File: src/fci_pkg.sv
/*
 * Shared constants, types and bus timing for the host-side flash
 * command controller.
 * Assumes a 40 MHz single clock and a x16 parallel flash on the far side.
 */
package fci_pkg;

    // ============================================================
    // Bus widths and address fields
    localparam int ADDR_W   = 20;   // Word address width
    localparam int DATA_W   = 16;   // Word data width
    localparam int BLK_LSB  = 15;   // 32 Kword (64 Kbyte) block base bit
    localparam int BANK_BIT = 19;   // Top bit splits the two banks
    localparam int UNLK_HI  = 11;   // Address bits from here up are don't-care
    localparam int TOG_BIT  = 6;    // Status bit that toggles while busy

    // ============================================================
    // Unlock cycles and command codes
    localparam logic [ADDR_W-1:0] UNLK_A1   = 20'h0_0555;
    localparam logic [ADDR_W-1:0] UNLK_A2   = 20'h0_02AA;
    localparam logic [ADDR_W-1:0] ID_PROT_A = 20'h0_0002; // Protect flag offset
    localparam logic [DATA_W-1:0] UNLK_D1   = 16'h00AA;
    localparam logic [DATA_W-1:0] UNLK_D2   = 16'h0055;
    localparam logic [DATA_W-1:0] CODE_PROG = 16'h00A0;
    localparam logic [DATA_W-1:0] CODE_ERS  = 16'h0080;
    localparam logic [DATA_W-1:0] CODE_BLK  = 16'h0030;
    localparam logic [DATA_W-1:0] CODE_CHIP = 16'h0010;
    localparam logic [DATA_W-1:0] CODE_ID   = 16'h0090;
    localparam logic [DATA_W-1:0] CODE_EXIT = 16'h00F0;
    localparam logic [DATA_W-1:0] CODE_SUSP = 16'h00B0;
    localparam logic [DATA_W-1:0] CODE_RES  = 16'h0030;

    // ============================================================
    // Write counts per command, unlock cycles included
    localparam logic [2:0] NWR_PROG = 3'h4;
    localparam logic [2:0] NWR_ERS  = 3'h6;
    localparam logic [2:0] NWR_ID   = 3'h4;
    localparam logic [2:0] NWR_CMD  = 3'h3;

    // ============================================================
    // Bus cycle phases, in clock cycles
    localparam logic [2:0] WE_FIRST = 3'h1;  // First phase with write strobe low
    localparam logic [2:0] WE_LAST  = 3'h2;  // Last phase with write strobe low
    localparam logic [2:0] WR_LAST  = 3'h3;  // Final phase of a write cycle
    localparam logic [2:0] RD_LAST  = 3'h3;  // Sample phase of a read cycle

    // ============================================================
    // Times and derived cycle counts
    localparam int CLK_NS      = 25;
    localparam int SUSP_STD_NS = 10000;  // Suspend latency, standard parts
    localparam int SUSP_LOW_NS = 1000;   // Suspend latency, low latency parts
    localparam int HWRST_NS    = 500;    // Reset pin low time
    localparam logic [15:0] SUSP_STD_CYC = 16'(SUSP_STD_NS / CLK_NS);
    localparam logic [15:0] SUSP_LOW_CYC = 16'(SUSP_LOW_NS / CLK_NS);
    localparam logic [7:0]  HWRST_CYC    = 8'((HWRST_NS + CLK_NS - 1) / CLK_NS);

    // ============================================================
    // Types
    typedef enum logic [3:0] {
        CMD_READ  = 4'h0,  // Array read
        CMD_PROG  = 4'h1,  // Program one word
        CMD_BLKER = 4'h2,  // Block erase start
        CMD_CHIP  = 4'h3,  // Chip erase start
        CMD_ID    = 4'h4,  // Protection status of a block
        CMD_SUSP  = 4'h5,  // Erase suspend
        CMD_RES   = 4'h6,  // Erase resume
        CMD_POLL  = 4'h7,  // One busy check of a running erase
        CMD_HWRST = 4'h8   // Pulse the reset pin
    } fci_cmd_t;

    typedef enum logic [4:0] {
        S_IDLE  = 5'b0_0001,
        S_WRITE = 5'b0_0010,
        S_READ  = 5'b0_0100,
        S_NEXT  = 5'b0_1000,
        S_HWRST = 5'b1_0000
    } fci_state_t;

    typedef struct packed {
        fci_cmd_t          cmd;
        logic [ADDR_W-1:0] addr;
        logic [DATA_W-1:0] data;
    } fci_req_t;

    typedef struct packed {
        logic [ADDR_W-1:0] addr;
        logic [DATA_W-1:0] data;
    } fci_step_t;

    typedef struct packed {
        logic [ADDR_W-1:0] addr;      // Address pins
        logic [DATA_W-1:0] dq;        // Data pins, outgoing value
        logic              dqOeN;     // Low while the data pins are driven
        logic              ceN;       // Chip enable
        logic              oeN;       // Output enable
        logic              weN;       // Write enable
        logic              rstN;      // Reset pin
        logic              unprotect; // Temporary unprotect request level
    } fci_pins_t;

endpackage

File: src/fci_host.sv
/*
 * Host controller that drives a parallel flash through bus read and
 * bus write cycles and the reset pin: unlock sequences, program, erase, suspend,
 * resume, protection query and reset pin pulses.
 * Assumes flash data pins are synchronous to mclk and that the flash
 * answers status polling with a toggling busy bit.
 */
`timescale 1ns/100ps

module fci_host (
    input  wire logic              mclk,
    input  wire logic              rstn,
    input  wire fci_pkg::fci_req_t req,
    input  wire logic              reqValid,
    output logic                   reqReady,
    input  wire logic              lowLatency,
    input  wire logic              tempUnprotect,
    output logic                   rspValid,
    output logic                   rspError,
    output logic [15:0]            rspData,
    output logic                   eraseActive,
    output logic                   suspended,
    output fci_pkg::fci_pins_t     flOut,
    input  wire logic [15:0]       flDqIn
);
    import fci_pkg::*;

    // ============================================================
    // State
    fci_state_t        state_r;     // Sequencer state
    fci_req_t          cur_r;       // Request in progress
    logic [2:0]        ph_r;        // Phase within a bus cycle
    logic [2:0]        idx_r;       // Writes done in this sequence
    logic [1:0]        rdCnt_r;     // Reads done, saturating
    logic              lastTog_r;   // Busy bit of newest read
    logic              prevTog_r;   // Busy bit of the read before
    logic [15:0]       waitCnt_r;   // Cycles spent polling a suspend
    logic [7:0]        hwCnt_r;     // Reset pin low counter
    logic              bank_r;      // Bank of the running erase
    logic [4:0]        blk_r;       // Block of the running erase
    fci_pins_t         pins_r;      // Registered pin levels

    // ============================================================
    // Step table: address and data of write number idx
    function automatic fci_step_t stepOf(input fci_req_t r, input logic [2:0] i);
        fci_step_t s;
        s = '{addr: UNLK_A1, data: UNLK_D1};
        case (i)
            3'h0: s = '{addr: UNLK_A1, data: UNLK_D1};
            3'h1: s = '{addr: UNLK_A2, data: UNLK_D2};
            3'h2: begin
                case (r.cmd)
                    CMD_PROG: s.data = CODE_PROG;
                    CMD_BLKER, CMD_CHIP: s.data = CODE_ERS;
                    CMD_ID: s.data = CODE_ID;
                    CMD_SUSP: s.data = CODE_SUSP;
                    default: s.data = CODE_RES;
                endcase
            end
            3'h3: begin
                if (r.cmd == CMD_PROG) begin
                    s = '{addr: r.addr, data: r.data};
                end else if (r.cmd == CMD_ID) begin
                    s.data = CODE_EXIT;                         // Back to array read
                end
            end
            3'h4: s = '{addr: UNLK_A2, data: UNLK_D2};
            default: begin
                if (r.cmd == CMD_BLKER) begin
                    s = '{addr: {r.addr[ADDR_W-1:BLK_LSB], 15'h0000}, data: CODE_BLK};
                end else begin
                    s.data = CODE_CHIP;
                end
            end
        endcase
        return s;
    endfunction

    // ============================================================
    // Decode of the current sequence
    wire fci_step_t  step     = stepOf(cur_r, idx_r);
    wire logic [2:0] nWr      = (cur_r.cmd == CMD_PROG) ? NWR_PROG :
                                (cur_r.cmd == CMD_BLKER || cur_r.cmd == CMD_CHIP) ? NWR_ERS :
                                (cur_r.cmd == CMD_ID) ? NWR_ID :
                                (cur_r.cmd == CMD_READ || cur_r.cmd == CMD_POLL) ? 3'h0 : NWR_CMD;
    wire logic       stable   = (rdCnt_r == 2'h2) && (lastTog_r == prevTog_r);
    wire logic [15:0] suspLim = lowLatency ? SUSP_LOW_CYC : SUSP_STD_CYC;
    wire logic       suspLate = (cur_r.cmd == CMD_SUSP) && (waitCnt_r > suspLim);
    wire logic       idRead   = (cur_r.cmd == CMD_ID) && (idx_r == 3'h3) && (rdCnt_r == 2'h0);
    wire logic       wrEnd    = (state_r == S_WRITE) && (ph_r == WR_LAST);
    wire logic       rdEnd    = (state_r == S_READ) && (ph_r == RD_LAST);

    // Refusals; the flash would answer status, so reads into bank_r while the erase runs, or into blk_r while suspended, are held off
    wire logic running  = eraseActive && !suspended;
    wire logic sameBank = req.addr[BANK_BIT] == bank_r;
    wire logic sameBlk  = req.addr[ADDR_W-1:BLK_LSB] == blk_r;
    wire logic badRead  = eraseActive && ((running && sameBank) || (suspended && sameBlk));
    wire logic refuse   = (req.cmd == CMD_READ || req.cmd == CMD_ID || req.cmd == CMD_PROG)
                            ? badRead :
                          (req.cmd == CMD_BLKER || req.cmd == CMD_CHIP) ? eraseActive :
                          (req.cmd == CMD_SUSP || req.cmd == CMD_POLL) ? !running :
                          (req.cmd == CMD_RES) ? !suspended :
                          (req.cmd == CMD_HWRST) ? 1'b0 : 1'b1;
    wire logic take     = (state_r == S_IDLE) && reqValid;

    // NEXT decisions; after a read the writes go on from idx_r, not from the first unlock
    wire logic needRead = idRead ||
                          (cur_r.cmd == CMD_READ && rdCnt_r == 2'h0) ||
                          (cur_r.cmd == CMD_POLL && rdCnt_r != 2'h2);
    wire logic needPoll = (cur_r.cmd == CMD_PROG || cur_r.cmd == CMD_SUSP) && !stable;
    wire logic goWrite  = !needRead && (idx_r < nWr);
    wire logic goRead   = needRead || (!goWrite && needPoll && !suspLate);
    wire logic finish   = (state_r == S_NEXT) && !goWrite && !goRead;

    // Pin next values; the unprotect request has its own pin, apart from the reset pin
    wire logic       hwLow  = (state_r == S_HWRST) && (hwCnt_r != 8'h00);
    wire fci_pins_t  pinNxt = '{
        addr:      (state_r == S_READ && idRead) ? {cur_r.addr[ADDR_W-1:BLK_LSB], 15'h0002} :
                   (state_r == S_READ) ? cur_r.addr :
                   (state_r == S_WRITE) ? step.addr : pins_r.addr,
        dq:        (state_r == S_WRITE) ? step.data : pins_r.dq,
        dqOeN:     (state_r != S_WRITE),
        ceN:       (state_r != S_WRITE) && (state_r != S_READ),
        oeN:       (state_r != S_READ),
        weN:       !(state_r == S_WRITE && ph_r >= WE_FIRST && ph_r <= WE_LAST),
        rstN:      !hwLow,
        unprotect: tempUnprotect
    };

    // ============================================================
    // Pin register; reset holds the flash in reset too
    always_ff @(posedge mclk or negedge rstn) begin
        if (!rstn) begin
            pins_r <= '{addr: '0, dq: '0, dqOeN: 1'b1, ceN: 1'b1, oeN: 1'b1,
                        weN: 1'b1, rstN: 1'b0, unprotect: 1'b0};
        end else begin
            pins_r <= pinNxt;
        end
    end

    // Sequencer
    always_ff @(posedge mclk or negedge rstn) begin
        if (!rstn) begin
            state_r <= S_IDLE;
            ph_r    <= 3'h0;
        end else begin
            case (state_r)
                S_IDLE: begin
                    if (take && !refuse) begin
                        state_r <= (req.cmd == CMD_HWRST) ? S_HWRST : S_NEXT;
                    end
                end
                S_WRITE, S_READ: begin
                    ph_r <= (wrEnd || rdEnd) ? 3'h0 : ph_r + 3'h1;
                    if (wrEnd || rdEnd) begin
                        state_r <= S_NEXT;
                    end
                end
                S_NEXT: begin
                    state_r <= goWrite ? S_WRITE : goRead ? S_READ : S_IDLE;
                end
                S_HWRST: begin
                    if (hwCnt_r == 8'h00) begin
                        state_r <= S_IDLE;
                    end
                end
                default: state_r <= S_IDLE;
            endcase
        end
    end

    // Sequence counters and the status toggle history
    always_ff @(posedge mclk or negedge rstn) begin
        if (!rstn) begin
            cur_r     <= '{cmd: CMD_READ, addr: '0, data: '0};
            idx_r     <= 3'h0;
            rdCnt_r   <= 2'h0;
            lastTog_r <= 1'b0;
            prevTog_r <= 1'b0;
            waitCnt_r <= 16'h0000;
            hwCnt_r   <= 8'h00;
        end else begin
            if (take) begin
                cur_r     <= req;
                idx_r     <= 3'h0;
                rdCnt_r   <= 2'h0;
                waitCnt_r <= 16'h0000;
                hwCnt_r   <= HWRST_CYC;
            end
            if (wrEnd) begin
                idx_r <= idx_r + 3'h1;
            end
            if (rdEnd) begin
                rdCnt_r   <= (rdCnt_r == 2'h2) ? 2'h2 : rdCnt_r + 2'h1;
                prevTog_r <= lastTog_r;
                lastTog_r <= flDqIn[TOG_BIT];
            end
            if (state_r != S_IDLE && cur_r.cmd == CMD_SUSP && !suspLate) begin
                waitCnt_r <= waitCnt_r + 16'h0001;
            end
            if (hwLow) begin
                hwCnt_r <= hwCnt_r - 8'h01;
            end
        end
    end

    // Answer and erase bookkeeping
    always_ff @(posedge mclk or negedge rstn) begin
        if (!rstn) begin
            rspValid    <= 1'b0;
            rspError    <= 1'b0;
            rspData     <= 16'h0000;
            eraseActive <= 1'b0;
            suspended   <= 1'b0;
            bank_r      <= 1'b0;
            blk_r       <= 5'h00;
        end else begin
            rspValid <= (take && refuse) || finish || (state_r == S_HWRST && hwCnt_r == 8'h00);
            rspError <= (take && refuse) || (finish && suspLate);
            if (rdEnd && (cur_r.cmd == CMD_READ || idRead)) begin
                rspData <= idRead ? {15'h0000, flDqIn[0]} : flDqIn;
            end else if (finish && cur_r.cmd == CMD_POLL) begin
                rspData <= {15'h0000, !stable};
            end
            if (finish && (cur_r.cmd == CMD_BLKER || cur_r.cmd == CMD_CHIP)) begin
                eraseActive <= 1'b1;
                bank_r      <= cur_r.addr[BANK_BIT];
                blk_r       <= (cur_r.cmd == CMD_CHIP) ? 5'h1F : cur_r.addr[ADDR_W-1:BLK_LSB];
            end
            if (finish && cur_r.cmd == CMD_POLL && stable) begin
                eraseActive <= 1'b0;
            end
            if (finish && cur_r.cmd == CMD_SUSP && !suspLate) begin
                suspended <= 1'b1;
            end
            if (finish && cur_r.cmd == CMD_RES) begin
                suspended <= 1'b0;
            end
            if (state_r == S_HWRST) begin
                eraseActive <= 1'b0;
                suspended   <= 1'b0;
            end
        end
    end

    assign reqReady = state_r[0];   // Idle bit of the one-hot state flop
    assign flOut    = pins_r;

    // ============================================================
    // Checks
    strobeExcl_a: assert property (@(posedge mclk) disable iff (!rstn)
        !(!flOut.weN && !flOut.oeN)) else $error("write and read strobes low together");
    noContend_a: assert property (@(posedge mclk) disable iff (!rstn)
        !flOut.oeN |-> flOut.dqOeN) else $error("data driven during read");
    unlockFirst_a: assert property (@(posedge mclk) disable iff (!rstn)
        $fell(flOut.weN) && idx_r == 3'h0 |-> flOut.addr == UNLK_A1 && flOut.dq == UNLK_D1)
        else $error("first unlock write wrong");
    unlockSecond_a: assert property (@(posedge mclk) disable iff (!rstn)
        $fell(flOut.weN) && idx_r == 3'h1 |-> flOut.addr == UNLK_A2 && flOut.dq == UNLK_D2)
        else $error("second unlock write wrong");
    unlockHigh_a: assert property (@(posedge mclk) disable iff (!rstn)
        $fell(flOut.weN) && idx_r < 3'h3 |-> flOut.addr[ADDR_W-1:UNLK_HI] == '0)
        else $error("unlock high address bits set");
    eraseAlign_a: assert property (@(posedge mclk) disable iff (!rstn)
        $fell(flOut.weN) && cur_r.cmd == CMD_BLKER && idx_r == 3'h5 |->
        flOut.addr[BLK_LSB-1:0] == '0 && flOut.dq == CODE_BLK)
        else $error("block erase not block aligned");
    busyRead_a: assert property (@(posedge mclk) disable iff (!rstn)
        take && req.cmd == CMD_READ && running && sameBank |=> rspValid && rspError
        ##1 flOut.oeN) else $error("read of busy bank not refused");
    suspLimit_a: assert property (@(posedge mclk) disable iff (!rstn)
        finish && suspLate |=> rspError && !suspended) else $error("late suspend not flagged");
    hwPulse_a: assert property (@(posedge mclk) disable iff (!rstn)
        hwLow |=> !flOut.rstN && !eraseActive) else $error("reset pin not low");
    rspPulse_a: assert property (@(posedge mclk) disable iff (!rstn)
        rspValid |=> !rspValid) else $error("answer longer than one cycle");

endmodule

File: config.mk
export PLATFORM = sky130hd
export DESIGN_NAME = fci_host
export DESIGN_NICKNAME = d
export VERILOG_FILES = /design/src/fci_pkg.sv /design/src/fci_host.sv
export SDC_FILE = /design/constraint.sdc
export NUM_CORES = 1
export LEC_CHECK = 0
export BUFFER_PORTS_ARGS = -buffer_cell sky130_fd_sc_hd__clkbuf_2
export CAP_MARGIN = 20
export CORE_MARGIN = 5
export CORE_UTILIZATION = 60
export CTS_CLUSTER_SIZE = 10
export DETAILED_ROUTE_END_ITERATION = 10
export GPL_TIMING_DRIVEN = 0
export PLACE_DENSITY = 0.92
export SYNTH_ARGS = -nofsm -noshare
export SYNTH_HDL_FRONTEND = slang
export SYNTH_SLANG_ARGS = --single-unit
File: constraint.sdc
create_clock -name mclk -period 6 [get_ports mclk]
set_clock_uncertainty 0.1 [all_clocks]
set_input_delay 0.9 -clock mclk [delete_from_list [all_inputs] [get_ports mclk]]
set_output_delay 0.9 -clock mclk [all_outputs]
set_load 0.005 [all_outputs]
==> results of run 1 <==
cells by family after synthesis:
kind of cell	after synthesis	synth area share [%]
simple gates	286	19.4
compound gates	154	15.9
flops	147	52.8
buf+inv	63	3.82
fa+ha+maj	23	4.12
mux	17	2.55
xor+xnor	11	1.38
stage by stage:
stage          hold WS [ps]  area, µm²  instances  util [%]  worst slack, ps
4_1_cts                 377       8360       1000      73.2             2800
3_3_place_gp            357       7770        967      68.1             1570
3_5_place_dp            363       7810        968      68.4             2680
6_report                377       8360       1000      73.2             2810
5_1_grt                 391       8360       1000      73.2             2590
2_1_floorplan           340       6980        701         -             3240
worst max-delay path: stages (launching register included):
cell	delay (ps)
dfrtp_1	360
buf_2	220
buf_1	440
xnor2_1	170
nor2_1	60
ha_1	300
a21o_1	180
a21oi_1	270
a21oi_4	140
a31oi_2	380
buf_2	290
a22o_1	200
report_power, final:
group          leakage (nW)  switching [mW]  internal [mW]
combinational          1.96           0.646          0.366
sequential             1.92           0.173           1.24
clock                 0.256           0.400          0.591
flip-flops by register name (all words and copies together) (netlist names), 2 cells and up:
name and count:
flOut 42, cur_r 40, rspData 16, waitCnt_r 16
hwCnt_r 8, blk_r 5, state_r 5, idx_r 3
ph_r 3, rdCnt_r 2
routing by layer:
metal  up-vias  routed length, µm  share of wire, %
li1       2733                  -                 -
met1      2852               7050                41
met2       288               8310                48
met3        44               1460               8.4
met4         0                515               3.0
met5         -                  0                 0
layout make-up:
class	instances	area (µm²)
repair buffers	124	652
inverters	33	125
clock buffers	24	472
plain buffers	30	141
clock inverters	8	78.8
multi-input cells	491	3030
fillers	785	3060
flip-flops and latches	147	3680
well taps	143	179
final timing paths:
check,slack [ps],to,cells past startpoint,from
worst max-delay path,2810,rspData[8],11,cur_r[37]
worst min-delay path,380,rspData[2],1,rstn
worst max register to register,2810,rspData[8],11,cur_r[37]
worst min register to register,380,flOut[8],2,flOut[8]
max in group asynchronous,4620,flOut[4],2,rstn
min in group mclk,380,flOut[8],2,flOut[8]
cells in the final DEF, fill, tap and decap left out, types with 10 or more instances in the layout:
cell | synthesis | layout
nand3_1 | 15 | 15
and2_1 | 13 | 13
xnor2_1 | 10 | 10
mux2i_1 | 11 | 11
clkbuf_1 | 15 | 20
a22o_1 | 34 | 34
nand2_1 | 162 | 162
buf_2 | 11 | 11
dfrtp_1 | 142 | 142
clkbuf_2 | 0 | 122
clkbuf_16 | 0 | 17
nor2_1 | 31 | 31
ha_1 | 23 | 23
o21ai_0 | 46 | 46
inv_1 | 31 | 31
a21oi_1 | 22 | 22
==> metrics.txt, run 1 <==
status completed; top post-synthesis cells by count nand2_1 (162), dfrtp_1 (142), o21ai_0 (46); Die Ht 118 µm; Yosys top cell area share 50.9%; Worst Max-Slew Pin Slew 1050 ps; CTS Hold Bufs 0; Core Region 11,400 µm²; Sink Count 147; post_cts resized 0; latest clock arrival within the worst-skew pair 420 ps; setup_tns 0 ps; GR Layer Usage met3 6.63%; synthesis-to-finish area growth 19.8%; MaxCap Viol Count 0; crit path kind reg2reg; Worst Path Required 6250 ps; critical path arrival 3440 ps; min cycle time layout 3190 ps; Site Rows 39; WL final 17,300 µm; max-slew violation count 0; Final Hold Viols 0; routed via count 5,917; overall die width 118 µm; RSZ-0062 raised after global routing no; GR Layer Usage met1 32.5%; Total Routing Usage GR 25.5%; highest clock rate 0.313 GHz; Pleak 4.14 nW; share of layout cells above drive strength 1 22.5%; Mapped Area 6980 µm²; largest net degree at the start of global routing 76; Hold/Removal Path Class in2async; Nets 928; I/O pins 124; Worst Setup Start Kind flip-flop; Routed Antenna Nets 0; Warnings, synthesis 0; most numerous cell in the Yosys netlist nand2_1; EDFF count, synth 0; global route overflow 0; post-CTS setup buffers 0; peak supply drop 0.251 mV; Power Density 409 nW/µm²; Tcrit/Tclk final 53.2%; Synth area leader dfrtp_1; Area contributors post-synth dfrtp_1 (51%), nand2_1 (8.7%), a22o_1 (4.3%), ha_1 (4.1%), o21ai_0 (3.3%); Crit Path Max Fanout 10; TritonCTS buffer count 17; total power 3.42 mW; Seq cells post-synth 147; DR pass1 iterations 5; effective utilization at floorplan 61.1%; CTS clk-pin slew, worst paths 60 ps; Post-synth ARST share 100%; post-synthesis cell type count 74; routability cong. 0.887; setup violators final 0; drt drc 0; met2 usage 40.9%; gr busiest metal met2; Mapped Cells 701; CTS tree yes; Max transition margin 28.2%; Seq/Total Area, Yosys 52.8%; mean post-synth cell area 9.96 µm²; wire length of the first global-routing pass 29,000 µm; DR vias/cell 5.92; Die ar. 13,900 µm²; CTS H-tree lvls 4; initial antenna violation count 0; Worst Setup End Kind flip-flop; IO Port Bufs 123; per-cell routed wire length 17.3 µm; Synth Net Count 785; Clock Tree Buf Depth 2; Post-synth top flop dfrtp_1; clock root cell clkbuf_16; # diodes 0; hpwl dp 12,000 µm; DR iter-0 viols 531; vias in the first global route 5,940
No activity file was read; power rests on OpenSTA's default activity.
==> run 2: changes to the inputs <==
--- a/config.mk
+++ b/config.mk
@@ -5,14 +5,15 @@
 export SDC_FILE = /design/constraint.sdc
 export NUM_CORES = 1
 export LEC_CHECK = 0
+export ABC_AREA = 1
 export BUFFER_PORTS_ARGS = -buffer_cell sky130_fd_sc_hd__clkbuf_2
 export CAP_MARGIN = 20
 export CORE_MARGIN = 5
-export CORE_UTILIZATION = 60
+export CORE_UTILIZATION = 56
 export CTS_CLUSTER_SIZE = 10
 export DETAILED_ROUTE_END_ITERATION = 10
 export GPL_TIMING_DRIVEN = 0
-export PLACE_DENSITY = 0.92
+export PLACE_DENSITY = 0.87
 export SYNTH_ARGS = -nofsm -noshare
 export SYNTH_HDL_FRONTEND = slang
 export SYNTH_SLANG_ARGS = --single-unit
==> constraint.sdc (replaced) <==
create_clock -name mclk -period 3.1 [get_ports mclk]
set_clock_uncertainty 0.1 [all_clocks]
set_input_delay 0.465 -clock mclk [delete_from_list [all_inputs] [get_ports mclk]]
set_output_delay 0.465 -clock mclk [all_outputs]
set_load 0.005 [all_outputs]
==> run 2 against run 1 <==
Clock-buffer cell count decreased by 1. Fmax increased by 21%. Synthesized cell count increased by 22%. Clock power increased by 110%. Wire length decreased by 2.0%. Utilization decreased by 4.7 points. Final area increased by 2.6%. Global-route usage decreased by 1.5 points. Critical endpoint is now eraseActive. Largest cell class unchanged.
==> metrics.txt, run 2 <==
status completed; hpwl dp 12,400 µm (+2.8%); sequential power share 41.5% (about the same); Core Region 12,500 µm² (+9.6%); most used cell along the critical path nor2_1; Clock Power Share 30.6% (+1.6 points); mean post-synth cell area 8.28 µm² (-17%); latest clock arrival within the worst-skew pair 420 ps (about the same); Nets 1,086 (+17%); drt drc 0 (unchanged); switching portion of total power 34.4% (-1.3 points); MaxCap Viol Count 0 (unchanged); routability cong. 0.865 (-2.5%); r2r endpoint eraseActive; Post-synth top flop dfrtp_1; share of layout cells above drive strength 1 19.7% (-2.8 points); most frequent cells in the layout nand2_1 (252), dfrtp_1 (142), clkbuf_2 (123); wire length of the first global-routing pass 28,200 µm (-2.7%); post-CTS setup buffers 0 (unchanged); Post-synth ARST share 100% (unchanged); CTS Hold Bufs 1 (+1); most numerous cell in the Yosys netlist nand2_1; Max transition margin 57.7% (+30 points); Pleak 4.55 nW (+10%); Yosys top cell area share 50.0% (-0.91 points); CTS clk-pin slew, worst paths 60 ps (about the same); routed via count 6,244 (+5.5%); Hold/Removal Path Class in2reg; Mapped Area 7110 µm² (+1.8%); crit path kind reg2reg; initial antenna violation count 0 (unchanged); I/O pins 124 (unchanged); delay-heaviest family, CP simple AND/OR/NAND/NOR gates; NetSw 2.33 mW (+91%); number of placed instances, taps included 1,154 (+19%); Multi-input gate area 2900 µm² (-4.4%); fill count 1,019 (+30%); Tcrit/Tclk final 85.0% (+32 points); DR pass1 iterations 5 (unchanged); largest net degree at the start of global routing 84 (+11%); # diodes 0 (unchanged); Total Routing Usage GR 23.9% (-1.5 points); Critical Path Stages 13 (+2); WHS 49.9 ps (-327 ps); highest clock rate 0.380 GHz (+21%); fin area 8580 µm² (+2.6%); register area 3680 µm² (unchanged); crit path from cur_r[39]; RSZ-0062 raised after global routing no; global route overflow 0 (unchanged); effective utilization at floorplan 56.8% (-4.4 points); CTS tree yes; most common cell after layout, fill and taps aside nand2_1; Final Hold Viols 0 (unchanged); vias in the first global route 6,010 (+1.2%); DR vias/cell 5.26 (-11%); Critical path destination eraseActive; total power 6.77 mW (+98%); Clock Tree Buf Depth 2 (unchanged); post-synthesis cell type count 48 (-35%); max-slew violation count 0 (unchanged); critical path arrival 2850 ps (-590 ps); reg-to-reg startpoint cur_r[39]; EDFF count, synth 0 (unchanged); Warnings, synthesis 0 (unchanged); DR iter-0 viols 540 (+1.7%); Die ar. 15,000 µm² (+8.3%); Routed Antenna Nets 0 (unchanged); CP max stage cell dfrtp_1; setup violators final 0 (unchanged); per-cell routed wire length 14.3 µm (-17%); Finished Layout Cells 1,187 (+19%); CTS H-tree lvls 4 (unchanged); Synth area leader dfrtp_1; Seq/Total Area, Yosys 51.9% (-0.94 points); Site Rows 41 (+5.1%); clock root cell clkbuf_16; Power Internal 4.44 mW (+100%); IO Port Bufs 123 (unchanged); Register-to-Register Path Depth 13 (+2); Seq cells post-synth 147 (unchanged); Worst Setup Start Kind flip-flop; top post-synthesis cells by count nand2_1 (252), dfrtp_1 (142), inv_1 (106); overall die width 123 µm (+4.1%); Area contributors post-synth dfrtp_1 (50%), nand2_1 (13%), inv_1 (5.6%), o21ai_0 (5.4%), ha_1 (4.1%); Comb power frac 27.9% (-1.7 points); Die Ht 123 µm (+4.1%); max reg flops 42 (unchanged); WL final 17,000 µm (-2.0%); Worst Setup End Kind flip-flop; crit-path cells nor2_1, inv_1, nor2_1, or2_2, ha_1, nand2_1, o21bai_1, nand3_1, nand3_2, nand4_4, buf_2, nor2_1, nor2_1; peak supply drop 0.441 mV (+76%); Power Density 789 nW/µm² (+93%); crit-path max cell delay 420 ps (-20 ps); Mapped Cells 858 (+22%); Worst Path Required 3310 ps (-2940 ps); TritonCTS buffer count 17 (unchanged); Sink Count 147 (unchanged); DP Area 7970 µm² (+2.1%); synthesis-to-finish area growth 20.8%; r2r setup slk 470 ps (-2340 ps); Worst Max-Slew Pin Slew 629 ps (-421 ps); Crit Path Max Fanout 10 (unchanged); post_cts resized 0 (unchanged); WP buf/inv 2 (-1); min cycle time layout 2630 ps (-560 ps); Synth Net Count 942 (+20%)
[run 2: cell types whose count changed in the layout (fill, tap and decap cells not counted), sizes merged, moves of 7 or more]
cell and delta:
nand2 +94, inv +78, o21ai +49, nand3 +39
nor2 +37, a22o -34, and2 -14, mux2i -11
o22ai +9, xnor2 -9, a21oi -8, clkbuf -7
[run 2: kinds of logic (layout without fill, tap and decap cells)]
kind of cell / Yosys count / count (layout) / share of synthesized area, %
flip-flops: 147 / 147 / 51.9
AND/OR/NAND/NOR: 407 / 407 / 24.9
AO/OA/AOI/OAI: 143 / 143 / 11.2
XOR/XNOR: 5 / 5 / 0.616
buffers and inverters: 133 / 290 / 7.40
adder cells (fa/ha/maj): 23 / 23 / 4.05
[run 2: metrics by stage]
| step | setup WS, ps | utilization (%) | setup TNS [ps] |
|---|---|---|---|
| 2_1_floorplan | 827 | - | 0 |
| 3_3_place_gp | -984 | 63.4 | -138590 |
| 3_5_place_dp | 452 | 63.7 | 0 |
| 4_1_cts | 500 | 68.6 | 0 |
| 5_1_grt | 236 | 68.6 | 0 |
| 6_report | 466 | 68.6 | 0 |
[run 2: cell type report]
cell class                      count  share of cell area (%)
Timing Repair Buffer              125                    7.71
Inverter                          110                    4.84
Buffer                             23                    1.28
Clock buffer                       23                    5.80
Tap cell                          172                    2.51
Multi-Input combinational cell    578                    33.7
Sequential cell                   147                    42.9
Clock inverter                      9                    1.18
[run 2: routing by layer]
metal | wire, µm | up-vias | track usage (%)
met1 | 7330 | 2937 | 31.2
met2 | 7940 | 219 | 37.8
met4 | 461 | 0 | 9.17
met3 | 1250 | 41 | 7.19
li1 | - | 3047 | -
met5 | 0 | - | 0
[run 2: how the worst min path moves through the flow]
stage | to | start | cells past startpoint | slack, ps
after floorplan | bank_r | rstn | 0 | 70
after global placement | waitCnt_r[14] | waitCnt_r[14] | 2 | 350
after detailed placement | waitCnt_r[15] | waitCnt_r[15] | 2 | 360
after CTS | flOut[0] | tempUnprotect | 1 | 40
after global routing | flOut[0] | tempUnprotect | 1 | 40
final | flOut[0] | tempUnprotect | 1 | 50
[run 2: power groups by stage]
stage	clock network [mW]	logic [mW]	registers, mW
final	2.07	1.89	2.81
after global routing	2.17	2.16	2.88
after CTS	2.08	1.89	2.81
after detailed placement	0	1.86	2.83
after global placement	0	1.79	2.81
after floorplan	0	1.24	2.77
==> run 3: changes to the inputs <==
--- a/config.mk
+++ b/config.mk
@@ -9,11 +9,11 @@
 export BUFFER_PORTS_ARGS = -buffer_cell sky130_fd_sc_hd__clkbuf_2
 export CAP_MARGIN = 20
 export CORE_MARGIN = 5
-export CORE_UTILIZATION = 56
+export CORE_UTILIZATION = 51
 export CTS_CLUSTER_SIZE = 10
 export DETAILED_ROUTE_END_ITERATION = 10
 export GPL_TIMING_DRIVEN = 0
-export PLACE_DENSITY = 0.87
+export PLACE_DENSITY = 0.84
 export SYNTH_ARGS = -nofsm -noshare
 export SYNTH_HDL_FRONTEND = slang
 export SYNTH_SLANG_ARGS = --single-unit
==> constraint.sdc (replaced) <==
create_clock -name mclk -period 2.3 [get_ports mclk]
set_clock_uncertainty 0.1 [all_clocks]
set_input_delay 0.345 -clock mclk [delete_from_list [all_inputs] [get_ports mclk]]
set_output_delay 0.345 -clock mclk [all_outputs]
set_load 0.005 [all_outputs]
==> run 3 against run 2 <==
The run now ends with negative setup slack left. First-iteration DRC count down 8.3%. Flip-flop and latch count is the same. Wire length is 10% higher. Clock-buffer cell count is 1 higher. Setup slack got worse by 610 ps. Critical path depth rose by 2. Die area rose by 9.0%. Global-route usage is 1.9 points lower. Sequential power up 37%. Register-to-register slack got worse by 610 ps. Non-clock buffer count grew 27. Critical path type unchanged. Largest cell class unchanged. Highest routed layer unchanged.
==> metrics.txt, run 3 (synthesis results as in run 2) <==
number of placed instances, taps included 1,162 (+0.69%); routed via count 6,493 (+4.0%); Core Region 13,800 µm² (+10%); drt drc 0 (unchanged); Total Routing Usage GR 22.0% (-1.9 points); Worst Setup End Kind flip-flop; register area 3690 µm² (about the same); synthesis-to-finish area growth 28.5%; Worst Hold End cur_r[8]; r2r setup slk -140 ps (-610 ps); Register-to-Register Path Depth 15 (+2); # diodes 0 (unchanged); min cycle time layout 2440 ps (-190 ps); metal3 WL 1440 µm (+15%); highest clock rate 0.409 GHz (+7.8%); IO Port Bufs 123 (unchanged); Power Density 1080 nW/µm² (+36%); crit path kind reg2reg; Sink Count 147 (unchanged); most common cell after layout, fill and taps aside nand2_1; Nets 1,113 (+2.5%); Tcrit/Tclk final 106% (+21 points); max reg flops 42 (unchanged); delay-heaviest family, CP simple AND/OR/NAND/NOR gates; min-delay src req[8]; Worst Path Required 2500 ps (-810 ps); latest clock arrival within the worst-skew pair 420 ps (about the same); largest net degree at the start of global routing 81 (-3.6%); setup_tns -2740 ps (-2740 ps); DR vias/cell 5.31 (+1.0%); per-cell routed wire length 15.3 µm (+7.2%); initial antenna violation count 0 (unchanged); CTS clk-pin slew, worst paths 60 ps (about the same); Max transition margin 57.9% (+0.14 points); NetSw 3.47 mW (+49%); Worst Max-Slew Pin Slew 626 ps (-3.16 ps); overall die width 128 µm (+4.4%); r2r endpoint blk_r[0]; Site Rows 43 (+4.9%); switching portion of total power 35.3% (+0.94 points); WHS 27.0 ps (-22.9 ps); Hold/Removal Path Class in2reg; worst setup margin -144 ps (-610 ps); RSZ-0062 raised after global routing yes; crit-path cells nand2_2, inv_2, nand2_2, nand2_2, or2_4, ha_4, nand2_4, nor2_2, nor2_1, nor2_2, nand4_1, buf_6, buf_6, nand2_2, o21ai_1; fill count 1,107 (+8.6%); CTS tree yes; Crit Path Max Fanout 5 (-5); wire length of the first global-routing pass 29,300 µm (+4.0%); DR iter-0 viols 495 (-8.3%); share of layout cells above drive strength 1 27.4% (+7.7 points); MaxCap Viol Count 0 (unchanged); crit-path max cell delay 450 ps (+30 ps); DR pass1 iterations 5 (unchanged); peak supply drop 0.628 mV (+42%); setup violators final 28 (+28); DR top layer met4; failing checks negative setup slack; hpwl dp 12,400 µm (+0.35%); critical path arrival 2650 ps (-200 ps); WL final 18,700 µm (+10%); status finished, violations left; Power Internal 6.36 mW (+43%); Worst Hold Depth 3 (+2); sequential power share 39.1% (-2.4 points); Clock Power Share 28.3% (-2.3 points); effective utilization at floorplan 51.6% (-5.2 points); I/O pins 124 (unchanged); CP max stage cell dfrtp_2; Critical Path Stages 15 (+2); CTS H-tree lvls 4 (unchanged); WP buf/inv 3 (+1); Core Util, Final 66.3% (-2.3 points); metal2 WL 9040 µm (+14%); most frequent cells in the layout nand2_1 (236), dfrtp_1 (140), clkbuf_2 (123); routability cong. 0.894 (+3.4%); Final Hold Viols 0 (unchanged); max-slew violation count 0 (unchanged); Die Ht 128 µm (+4.4%); global route overflow 0 (unchanged); Clock Tree Buf Depth 2 (unchanged); Multi-input gate area 3180 µm² (+9.9%); Met1 Routed Length 8000 µm (+9.1%); most used cell along the critical path nand2_2; Worst Setup Start Kind flip-flop; Finished Layout Cells 1,222 (+2.9%); Die ar. 16,400 µm² (+9.0%); clock root cell clkbuf_16; reg-to-reg startpoint cur_r[36]; Comb power frac 32.6% (+4.7 points); Pleak 4.79 nW (+5.3%); vias in the first global route 6,178 (+2.8%); TritonCTS buffer count 17 (unchanged); Routed Antenna Nets 0 (unchanged)
## run 3: cell count changes in the layout (fill, tap and decap cells not counted), sizes merged
cell,delta
buf,+26
clkbuf,+1
dlygate4sd3,+1
clkinv,-2
clkinvlp,+1
## run 3: final cells by class
cell class	count	share of cell area, %
flip-flops and latches	147	40.4
multi-input cells	578	34.9
repair buffers	152	9.78
clock buffers	24	5.49
inverters	110	4.55
well taps	180	2.47
plain buffers	23	1.38
clock inverters	8	1.08
## run 3: power groups by stage
stage          registers (mW)  clock network, mW  logic (mW)
3_5_place_dp             3.82                  0        2.53
2_1_floorplan            3.73                  0        1.67
3_3_place_gp             3.79                  0        2.42
4_1_cts                  3.79               2.81        2.80
6_report                 3.84               2.78        3.20
5_1_grt                  3.93               2.93        3.56
## run 3: worst max-delay path by stage
| stage | end | slack [ps] | start |
|---|---|---|---|
| 2_1_floorplan | eraseActive | 30 | cur_r[37] |
| 5_1_grt | state_r[0] | -260 | cur_r[37] |
| 3_5_place_dp | blk_r[2] | -290 | cur_r[39] |
| 3_3_place_gp | cur_r[12] | -1690 | rstn |
| 4_1_cts | blk_r[0] | -20 | cur_r[39] |
| 6_report | blk_r[0] | -140 | cur_r[36] |
## run 3: what timing repair did
| item | 4_1_cts | 5_1_grt |
|---|---|---|
| endpoints found under the hold margin | 67 | 0 |
| endpoints found under the setup margin | 42 | 104 |
| setup buffers | 15 | 9 |
| gates cloned | 1 | 1 |
| hold buffers | 2 | 0 |
| pin swaps | 12 | 19 |
| gates resized for setup | 32 | 64 |
## run 3: layer usage
metal / up-vias / track usage (%)
met5: - / 0
met2: 251 / 34.8
met4: 0 / 5.87
met1: 3112 / 30.2
li1: 3097 / -
met3: 33 / 6.21
## run 3: tightest hold or removal path, stage by stage
cell      delay [ps]
clkbuf_2          70
nand2_1           40
nand2_1           50
## run 3: per-stage QoR
stage	instance area [µm²]	power [mW]	worst slack [ps]
final	9130	9.83	-144
after global routing	9130	10.4	-258
after CTS	8810	9.41	-23.5
after detailed placement	7980	6.34	-288
after global placement	7950	6.21	-1690
after floorplan	7110	5.40	26.5
